**config.mk**
```make
export PLATFORM = sky130hd
export DESIGN_NAME = spi_select_and_control
export DESIGN_NICKNAME = d
export VERILOG_FILES = /design/src/spi_sel_pkg.sv /design/src/spi_select_and_control.sv
export SDC_FILE = /design/constraint.sdc
export NUM_CORES = 1
export LEC_CHECK = 0
export BUFFER_PORTS_ARGS = -buffer_cell sky130_fd_sc_hd__buf_2
export CORE_MARGIN = 10
export CORE_UTILIZATION = 40
export DETAILED_ROUTE_END_ITERATION = 10
export PLACE_DENSITY = 0.66
export SYNTH_ARGS = -nofsm -noshare
export SYNTH_HDL_FRONTEND = slang
export SYNTH_SLANG_ARGS = --single-unit
```
**constraint.sdc**
```tcl
create_clock -name i_clk -period 2.46 [get_ports i_clk]
set_clock_uncertainty 0.1 [all_clocks]
set_input_delay 0.492 -clock i_clk [delete_from_list [all_inputs] [get_ports i_clk]]
set_output_delay 0.492 -clock i_clk [all_outputs]
set_load 0.02 [all_outputs]
```
**src/spi_sel_pkg.sv**
```systemverilog
package spi_sel_pkg;

  localparam logic [7:0] CTRL_OFS = 8'h00;
  localparam logic [7:0] STAT_OFS = 8'h04;
  localparam logic [7:0] DATA_OFS = 8'h08;
  localparam logic [7:0] EVT_OFS  = 8'h0c;
  localparam logic [7:0] MASK_OFS = 8'h10;
  localparam logic [7:0] PCFG_OFS = 8'h14;

  localparam int CTRL_IE   = 7;
  localparam int CTRL_EN   = 6;
  localparam int CTRL_ORD  = 5;
  localparam int CTRL_MST  = 4;
  localparam int CTRL_CPOL = 3;
  localparam int CTRL_CPHA = 2;
  localparam int STAT_DONE = 7;
  localparam int STAT_WCOL = 6;
  localparam int STAT_DBL  = 0;
  localparam int EVT_DONE  = 0;
  localparam int EVT_FAULT = 1;
  localparam int EVT_WCOL  = 2;
  localparam int PCFG_MOSI = 0;
  localparam int PCFG_MISO = 1;
  localparam int PCFG_SCK  = 2;
  localparam int PCFG_SS   = 3;
  localparam int PCFG_LVL  = 4;
  localparam int PCFG_GIE  = 7;
  localparam int IN_MOSI   = 0;
  localparam int IN_MISO   = 1;
  localparam int IN_SCK    = 2;
  localparam int IN_SS     = 3;

  localparam logic [7:0] CTRL_RST = 8'h00;
  localparam logic [7:0] PCFG_RST = 8'h00;
  localparam logic [3:0] LAST_EDGE = 4'hf;

  // Half SCK period in clocks, normal speed; double speed halves it
  localparam logic [6:0] HALF_R0 = 7'h02;
  localparam logic [6:0] HALF_R1 = 7'h08;
  localparam logic [6:0] HALF_R2 = 7'h20;
  localparam logic [6:0] HALF_R3 = 7'h40;

  typedef struct packed {
    logic mosi;
    logic mosi_oe_n;
    logic miso;
    logic miso_oe_n;
    logic sck;
    logic sck_oe_n;
    logic ss;
    logic ss_oe_n;
  } pins_s;

  localparam pins_s PINS_RST = 8'h55;

  typedef struct packed {
    logic [7:0]  ctrl;
    logic        dbl;
    logic        done;
    logic        wcol;
    logic        armed;
    logic [7:0]  pcfg;
    logic [7:0]  tx;
    logic [7:0]  rx;
    logic [7:0]  rbuf;
    logic        busy;
    logic [3:0]  ecnt;
    logic [3:0]  bcnt;
    logic [6:0]  div;
    logic        sck_int;
    logic        sdo;
    logic [2:0]  evt;
    logic [2:0]  mask;
    logic [3:0]  s1;
    logic [3:0]  s2;
    logic        sck_p;
    pins_s       pin;
    logic [31:0] prdata;
    logic        pready;
    logic        pslverr;
    logic        irq;
  } state_s;

endpackage : spi_sel_pkg

```
**src/spi_select_and_control.sv**
```systemverilog
// Our own choices: the APB slave port and the address map.
module spi_select_and_control
  import spi_sel_pkg::*;
(
  input  wire logic        i_clk,
  input  wire logic        i_rst_n,
  input  wire logic        i_psel,
  input  wire logic        i_penable,
  input  wire logic        i_pwrite,
  input  wire logic [7:0]  i_paddr,
  input  wire logic [31:0] i_pwdata,
  output logic      [31:0] o_prdata,
  output logic             o_pready,
  output logic             o_pslverr,
  output logic             o_irq,
  input  wire logic        i_mosi,
  input  wire logic        i_miso,
  input  wire logic        i_sck,
  input  wire logic        i_ss_n,
  output logic             o_mosi,
  output logic             o_mosi_oe_n,
  output logic             o_miso,
  output logic             o_miso_oe_n,
  output logic             o_sck,
  output logic             o_sck_oe_n,
  output logic             o_ss_n,
  output logic             o_ss_oe_n
);

  state_s q;
  state_s d;

  logic       setup;
  logic       wr;
  logic       rd;
  logic       en;
  logic       mst;
  logic       cpha;
  logic       ss_in;
  logic       fault;
  logic       m_tick;
  logic       s_edge;
  logic       edge_ev;
  logic       din;
  logic       md;
  logic       sl;
  logic       clr_flags;
  logic [2:0] set_ev;
  logic [6:0] half;

  function automatic logic [6:0] half_cycles(input logic [1:0] rate,
                                             input logic       dbl);
    logic [6:0] h;
    h = HALF_R0;
    case (rate)
      2'h0: h = HALF_R0;
      2'h1: h = HALF_R1;
      2'h2: h = HALF_R2;
      default: h = HALF_R3;
    endcase
    return dbl ? (h >> 1) : h;
  endfunction : half_cycles

  function automatic logic [2:0] bit_idx(input logic       lsb_first,
                                         input logic [3:0] n);
    return lsb_first ? n[2:0] : 3'h7 - n[2:0];
  endfunction : bit_idx

  always_comb begin
    d = q;
    set_ev = 3'h0;
    d.s1[IN_MOSI] = i_mosi;
    d.s1[IN_MISO] = i_miso;
    d.s1[IN_SCK]  = i_sck;
    d.s1[IN_SS]   = i_ss_n;
    d.s2 = q.s1;
    d.sck_p = q.s2[IN_SCK];
    en = q.ctrl[CTRL_EN];
    mst = q.ctrl[CTRL_MST];
    cpha = q.ctrl[CTRL_CPHA];
    ss_in = q.s2[IN_SS];
    half = half_cycles(q.ctrl[1:0], q.dbl);

    setup = i_psel & ~i_penable;
    wr = i_psel & i_penable & q.pready & i_pwrite;
    rd = i_psel & i_penable & q.pready & ~i_pwrite;
    d.pready = setup;
    d.pslverr = 1'b0;
    d.prdata = 32'h0;
    if (setup) begin
      if (i_paddr == CTRL_OFS) begin
        d.prdata[7:0] = q.ctrl;
      end else if (i_paddr == STAT_OFS) begin
        d.prdata[STAT_DONE] = q.done;
        d.prdata[STAT_WCOL] = q.wcol;
        d.prdata[STAT_DBL] = q.dbl;
      end else if (i_paddr == DATA_OFS) begin
        d.prdata[7:0] = q.rbuf;
      end else if (i_paddr == EVT_OFS) begin
        d.prdata[2:0] = q.evt;
      end else if (i_paddr == MASK_OFS) begin
        d.prdata[2:0] = q.mask;
      end else if (i_paddr == PCFG_OFS) begin
        d.prdata[7:0] = q.pcfg;
      end else begin
        d.pslverr = 1'b1;
      end
    end

    // Flag clear: status read with a flag up, then a data access
    clr_flags = q.armed & (rd | wr) & (i_paddr == DATA_OFS);
    if (clr_flags) begin
      d.done = 1'b0;
      d.wcol = 1'b0;
      d.armed = 1'b0;
    end
    if (rd && i_paddr == STAT_OFS && (q.done || q.wcol)) begin
      d.armed = 1'b1;
    end
    if (rd && i_paddr == EVT_OFS) begin
      d.evt = 3'h0;
    end

    if (wr) begin
      if (i_paddr == CTRL_OFS) begin
        d.ctrl = i_pwdata[7:0];
      end else if (i_paddr == STAT_OFS) begin
        d.dbl = i_pwdata[STAT_DBL];
      end else if (i_paddr == MASK_OFS) begin
        d.mask = i_pwdata[2:0];
      end else if (i_paddr == PCFG_OFS) begin
        d.pcfg = i_pwdata[7:0];
      end else if (i_paddr == DATA_OFS) begin
        if (q.busy || (en && !mst && !ss_in && q.ecnt != 4'h0)) begin
          d.wcol = 1'b1;
          set_ev[EVT_WCOL] = 1'b1;
        end else begin
          d.tx = i_pwdata[7:0];
          d.sdo = d.tx[bit_idx(q.ctrl[CTRL_ORD], 4'h0)];
          if (en && mst) begin
            d.busy = 1'b1;
            d.ecnt = 4'h0;
            d.bcnt = 4'h0;
            d.div = 7'h0;
          end
        end
      end
    end

    // Master clock generator
    m_tick = 1'b0;
    if (q.busy) begin
      if (q.div == half - 7'h1) begin
        d.div = 7'h0;
        d.sck_int = ~q.sck_int;
        m_tick = 1'b1;
      end else begin
        d.div = q.div + 7'h1;
      end
    end else begin
      d.sck_int = q.ctrl[CTRL_CPOL];
    end

    // Slave side edge detection on synchronised pins
    s_edge = en & ~mst & ~ss_in & (q.s2[IN_SCK] != q.sck_p);
    if (en && !mst && ss_in) begin
      d.ecnt = 4'h0;
      d.bcnt = 4'h0;
      d.sdo = q.tx[bit_idx(q.ctrl[CTRL_ORD], 4'h0)];
    end

    edge_ev = m_tick | s_edge;
    din = mst ? q.s2[IN_MISO] : q.s2[IN_MOSI];
    if (edge_ev) begin
      if (q.ecnt[0] == cpha) begin
        d.rx[bit_idx(q.ctrl[CTRL_ORD], q.bcnt)] = din;
        d.bcnt = q.bcnt + 4'h1;
      end else begin
        d.sdo = q.tx[bit_idx(q.ctrl[CTRL_ORD], q.bcnt)];
      end
      if (q.ecnt == LAST_EDGE) begin
        d.ecnt = 4'h0;
        d.bcnt = 4'h0;
        d.busy = 1'b0;
        d.rbuf = d.rx;
        d.done = 1'b1;
        set_ev[EVT_DONE] = 1'b1;
      end else begin
        d.ecnt = q.ecnt + 4'h1;
      end
    end

    // Another master pulls our input select low
    fault = en & mst & ~q.pcfg[PCFG_SS] & ~ss_in;
    if (fault) begin
      d.ctrl[CTRL_MST] = 1'b0;
      d.busy = 1'b0;
      d.ecnt = 4'h0;
      d.bcnt = 4'h0;
      d.done = 1'b1;
      set_ev[EVT_FAULT] = 1'b1;
    end
    if (!d.ctrl[CTRL_EN] || !d.ctrl[CTRL_MST]) begin
      d.busy = 1'b0;
    end
    d.evt = d.evt | set_ev;

    md = d.ctrl[CTRL_EN] & d.ctrl[CTRL_MST];
    sl = d.ctrl[CTRL_EN] & ~d.ctrl[CTRL_MST];
    d.pin.mosi = d.sdo;
    d.pin.mosi_oe_n = ~(md & d.pcfg[PCFG_MOSI]);
    d.pin.sck = d.sck_int;
    d.pin.sck_oe_n = ~(md & d.pcfg[PCFG_SCK]);
    d.pin.miso = d.sdo;
    d.pin.miso_oe_n = ~(sl & ~d.s2[IN_SS] & d.pcfg[PCFG_MISO]);
    d.pin.ss = d.pcfg[PCFG_LVL];
    d.pin.ss_oe_n = ~(d.pcfg[PCFG_SS] & ~sl);
    d.irq = d.pcfg[PCFG_GIE] &
            ((d.ctrl[CTRL_IE] & d.done) | (|(d.evt & d.mask)));
  end

  always_ff @(posedge i_clk or negedge i_rst_n) begin
    if (!i_rst_n) begin
      q <= '0;
      q.ctrl <= CTRL_RST;
      q.pcfg <= PCFG_RST;
      q.pin <= PINS_RST;
      q.s1 <= 4'hf;
      q.s2 <= 4'hf;
    end else begin
      q <= d;
    end
  end

  assign o_prdata    = q.prdata;
  assign o_pready    = q.pready;
  assign o_pslverr   = q.pslverr;
  assign o_irq       = q.irq;
  assign o_mosi      = q.pin.mosi;
  assign o_mosi_oe_n = q.pin.mosi_oe_n;
  assign o_miso      = q.pin.miso;
  assign o_miso_oe_n = q.pin.miso_oe_n;
  assign o_sck       = q.pin.sck;
  assign o_sck_oe_n  = q.pin.sck_oe_n;
  assign o_ss_n      = q.pin.ss;
  assign o_ss_oe_n   = q.pin.ss_oe_n;

  logic slave_on;
  assign slave_on = q.ctrl[CTRL_EN] & ~q.ctrl[CTRL_MST];
endmodule : spi_select_and_control

```
# Word level (Yosys, flattened, before mapping)
# Index checks and enable logic that the tools add are counted.
# Widths: inputs -> output; s select.
[classes]
bitwise = 45
n_eq_ne = 22
magnitude_cmp = 3
reduce_logical = 34
addsub = 5
n_mux = 105
[ops]
columns = ["op", "n"]
rows = [
  ["$mux 16", 12],
  ["$mux 8", 11],
  ["$mux 1", 53],
  ["$mux 3", 10],
  ["$mux 9", 3],
  ["$and 1x1->1", 22],
  ["$mux 7", 3],
  ["$pmux 7 s3", 1],
  ["$ne 4x3->1 const B", 5],
  ["$not 1->1", 18],
  ["$eq 8x4->1 const B", 2],
  ["$eq 8x5->1 const B", 2],
  ["$reduce_and 8->1", 2],
  ["$reduce_bool 4->1", 4],
  ["$mux 5", 3],
  ["$mux 4", 3],
  ["$ne 2x2->1 const B", 5],
  ["$bmux 1 s3", 3],
  ["$logic_and 1x1->1", 9],
  ["$add 4x1->4 const B", 2],
  ["$bwmux 8", 1],
  ["$eq 8x3->1 const B", 1],
  ["$logic_not 8->1", 1],
  ["$lt 3x4->1 const B", 2],
  ["25 further kinds", 36],
]
[totals]
wordCells = 245
output_inout_bits = 43
regBits = 93

# Depth between registers and ports, before layout
[logic_depth]
depth_word = 18
mapped_depth = 9
depth_no_buf = 8

# Worst setup path after synthesis
# Ideal clock, no wire load.
[synth_timing]
path_type = "flip-flop to flip-flop"
start = "reg q[71] in the netlist's numbering"
end = "reg q, in the netlist o_miso"
required_ns = 2.210
stages_incl_launch_ff = 9
synth_period_minus_slack_ns = 2.376
path_buffers = 0
arrival_time_ns = 2.126
setup_time_ns = 0.150
setup_slack_ns = 0.084
cell_sequence = "dfrtp_1 -> inv_1 -> ha_1 -> or3b_2 -> a21oi_1 -> nand3_2 -> mux2_2 -> a221oi_1 -> a41oi_1"
[synth_rtl]
columns = ["element", "line", "rtl"]
rows = [
  ["start: declaration", "spi_select_and_control.sv:30", "state_s q;"],
]

==> results.ini <==
[routing]
drt-total-wl_um = 11700
drc = 0
postRouteAntennaNets = 0
vias_per_cell = 5.45
drtIter0Drc = 237
first_pass_iters = 7
wire_per_inst_um = 17.5
routed-via-count = 3643

[floorplan]
die_area_mm2 = 0.0171
io_pins = 92
initial_core_util = 0.409
dieHeight_um = 131
rows = 40
dieWidth_um = 131
core_area_mm2 = 0.0120

[synthesis]
synth_edf_count = 0
synth_flop_cell = dfrtp_1
synth-seq-cells = 91
seq_area_frac_synth = 0.466
synth_area_mm2 = 0.00491
syn_avg_cell_area_um2 = 10.7
ys_types = 71
yosysWarnings = 0
synth.largest_area_cell = dfrtp_1
netlist_instances = 459
async_reset_ff_frac = 1.00
synthTopCellsByArea = dfrtp_1, mux2_2, dfstp_2
synth_top_area_frac = 0.402

[sta]
whs_ns = 0.0541
rsz0062_at_grt = false
period_share = 0.959
tightest_slew_ns = 0.597
fin_crit_ns = 2.36
slew_headroom = 0.602
slew_viol_final = 0
clock.fmax_ghz = 0.424
finalHoldViolCount = 0
setup_viol_count_final = 0
setup_tns_ns = 0

[clock_network]
h-tree-depth = 3
cts.sinks = 91
cts_tree = done
cts_hold_buffers = 0
clk_latency_ns = 0.34
clockBufferDepth = 2
cts-root-buf = clkbuf_16
cts_made_buffers = 9
clk_pin_slew_ns = 0.06

[setup_path]
path_max_fanout = 17
max_stage_delay_ns = 0.43
crit_path_end_kind = register
crit_path_top_delay_cell = dfrtp_1
worstSetupStartpointType = register
critical_path_required_ns = 2.59
path_cells = nor2b_1 > o221ai_1 > a2111oi_4 > buf_4 > a31o_1 > buf_12 > a221o_1 > a31o_2
critPathKind = register to register
arrival_ns = 2.49
r2r_cells = 8

[power]
power_w = 0.00328
power.density_mw_per_mm2 = 576
total_leakage_power_nw = 2.65
max-vdd-ir-drop_mv = 0.316

[finish]
final_layout_size_suffix_gt1_frac = 0.333
stdcell_area_mm2 = 0.00568
final_nets = 570
antenna_cells = 0
layout_common_cells = dfrtp_1, mux2_2, buf_2
final_common_cell = dfrtp_1
layout.cells.non_filler = 669
synthToLayoutAreaGrowth_pct = 15.6

[grt]
grt_max_degree = 47
antenna_found_initial = 0
grt_pass1_vias = 3661
track_usage = 0.137
grt_pass1_wl_um = 18600
gr-total-overflow = 0

[place]
dpl_cell_area_mm2 = 0.00531
finalWeightedCongestion = 0.896
io_buffers = 43
place_hpwl_um = 8990
dp_cells = 652

[hold_path]
hold_class = input pin to asynchronous set/reset pin

[run]
cap_violations = 0

[status]
outcome = completed

==> cell families after synthesis <==
logic type | synth area share
adders and majority gates | 0.0102
other | 0.000763
and+or+nand+nor | 0.160
buffers and inverters | 0.0804
AOI/OAI and AO/OA | 0.133
muxes | 0.137
DFF | 0.466
xor gates and xnor gates | 0.0125
==> cell usage after synthesis (5+ instances only) <==
library cell and instances:
dfrtp_1 79, mux2_2 43, buf_4 33, nor2_1 32
a21oi_1 24, nand2_1 23, o21ai_0 21, mux2i_1 16
a31oi_1 12, dfstp_2 12, nand3_1 12, clkbuf_1 10
nand2b_1 10, inv_1 8, nand3b_1 8, a22oi_1 6
and2_1 6, xor2_1 6, a21o_1 5, and3_1 5
==> stage by stage <==
stage | utilization | worst slack (ns)
6_report | 0.473 | 0.102
4_1_cts | 0.469 | 0.0363
3_3_place_gp | 0.442 | -0.0424
5_1_grt | 0.473 | 0.00298
3_5_place_dp | 0.442 | -0.0417
2_1_floorplan | - | 0.0835
==> flip-flops by register name, indices dropped and copies added, names as in the netlist <==
signal / count
o_prdata: 8
o_pready: 1
o_irq: 1
o_sck_oe_n: 1
en: 1
cpha: 1
d: 5
o_ss_oe_n: 1
mst: 1
o_mosi_oe_n: 1
o_sck: 1
q: 66
o_miso_oe_n: 1
o_pslverr: 1
o_miso: 1
==> power breakdown <==
group / switching [W] / internal [W]
clock network: 0.000591 / 0.000924
logic: 0.000151 / 0.0000735
registers: 0.0000166 / 0.00152
total: 0.000759 / 0.00252
==> critical path: cells and delay by family, from the launching register on <==
family / cells / cell delay, ns
buffers and inverters: 2 / 0.33
flip-flops: 1 / 0.43
AND/OR/NAND/NOR: 1 / 0.16
AO/OA/AOI/OAI: 5 / 1.22
==> repair_timing <==
| action | 4_1_cts | 5_1_grt |
|---|---|---|
| gates resized for setup | 0 | 9 |
| setup endpoints to repair | 0 | 15 |
| hold endpoints to repair | 0 | 0 |
| buffers inserted | 0 | 1 |
==> path summary, 6_finish.rpt <==
kind                                         start           endpoint  slack (ns)
worst max-delay path            q[112]$_DFFE_PN0P_    o_irq$_DFF_PN0_        0.10
worst min-delay path                       i_rst_n  q[96]$_DFFE_PN0P_        0.05
worst max register to register  q[112]$_DFFE_PN0P_    o_irq$_DFF_PN0_        0.10
worst min register to register     d[46]$_DFF_PN1_    d[43]$_DFF_PN1_        0.24
max in group asynchronous                  i_rst_n    d[46]$_DFF_PN1_        1.56
min in group i_clk                          i_mosi    d[44]$_DFF_PN1_        0.15
==> routing by layer <==
layer / track usage / vias up / part of all wire
met1: 0.176 / 1814 / 0.44
met5: 0 / - / 0
met3: 0.0258 / 11 / 0.056
met4: 0.0347 / 0 / 0.0079
met2: 0.233 / 97 / 0.50
li1: - / 1721 / -
==> final cells by class <==
| type | instances | area, um2 |
|---|---|---|
| Fill cell | 1090 | 6330 |
| Multi-Input combinational cell | 330 | 2350 |
| Sequential cell | 91 | 2290 |
| Timing Repair Buffer | 77 | 498 |
| Clock buffer | 11 | 243 |
| Tap cell | 147 | 184 |
| Clock inverter | 5 | 85.1 |
| Inverter | 8 | 30.0 |
(Power assumes the default switching activity.)
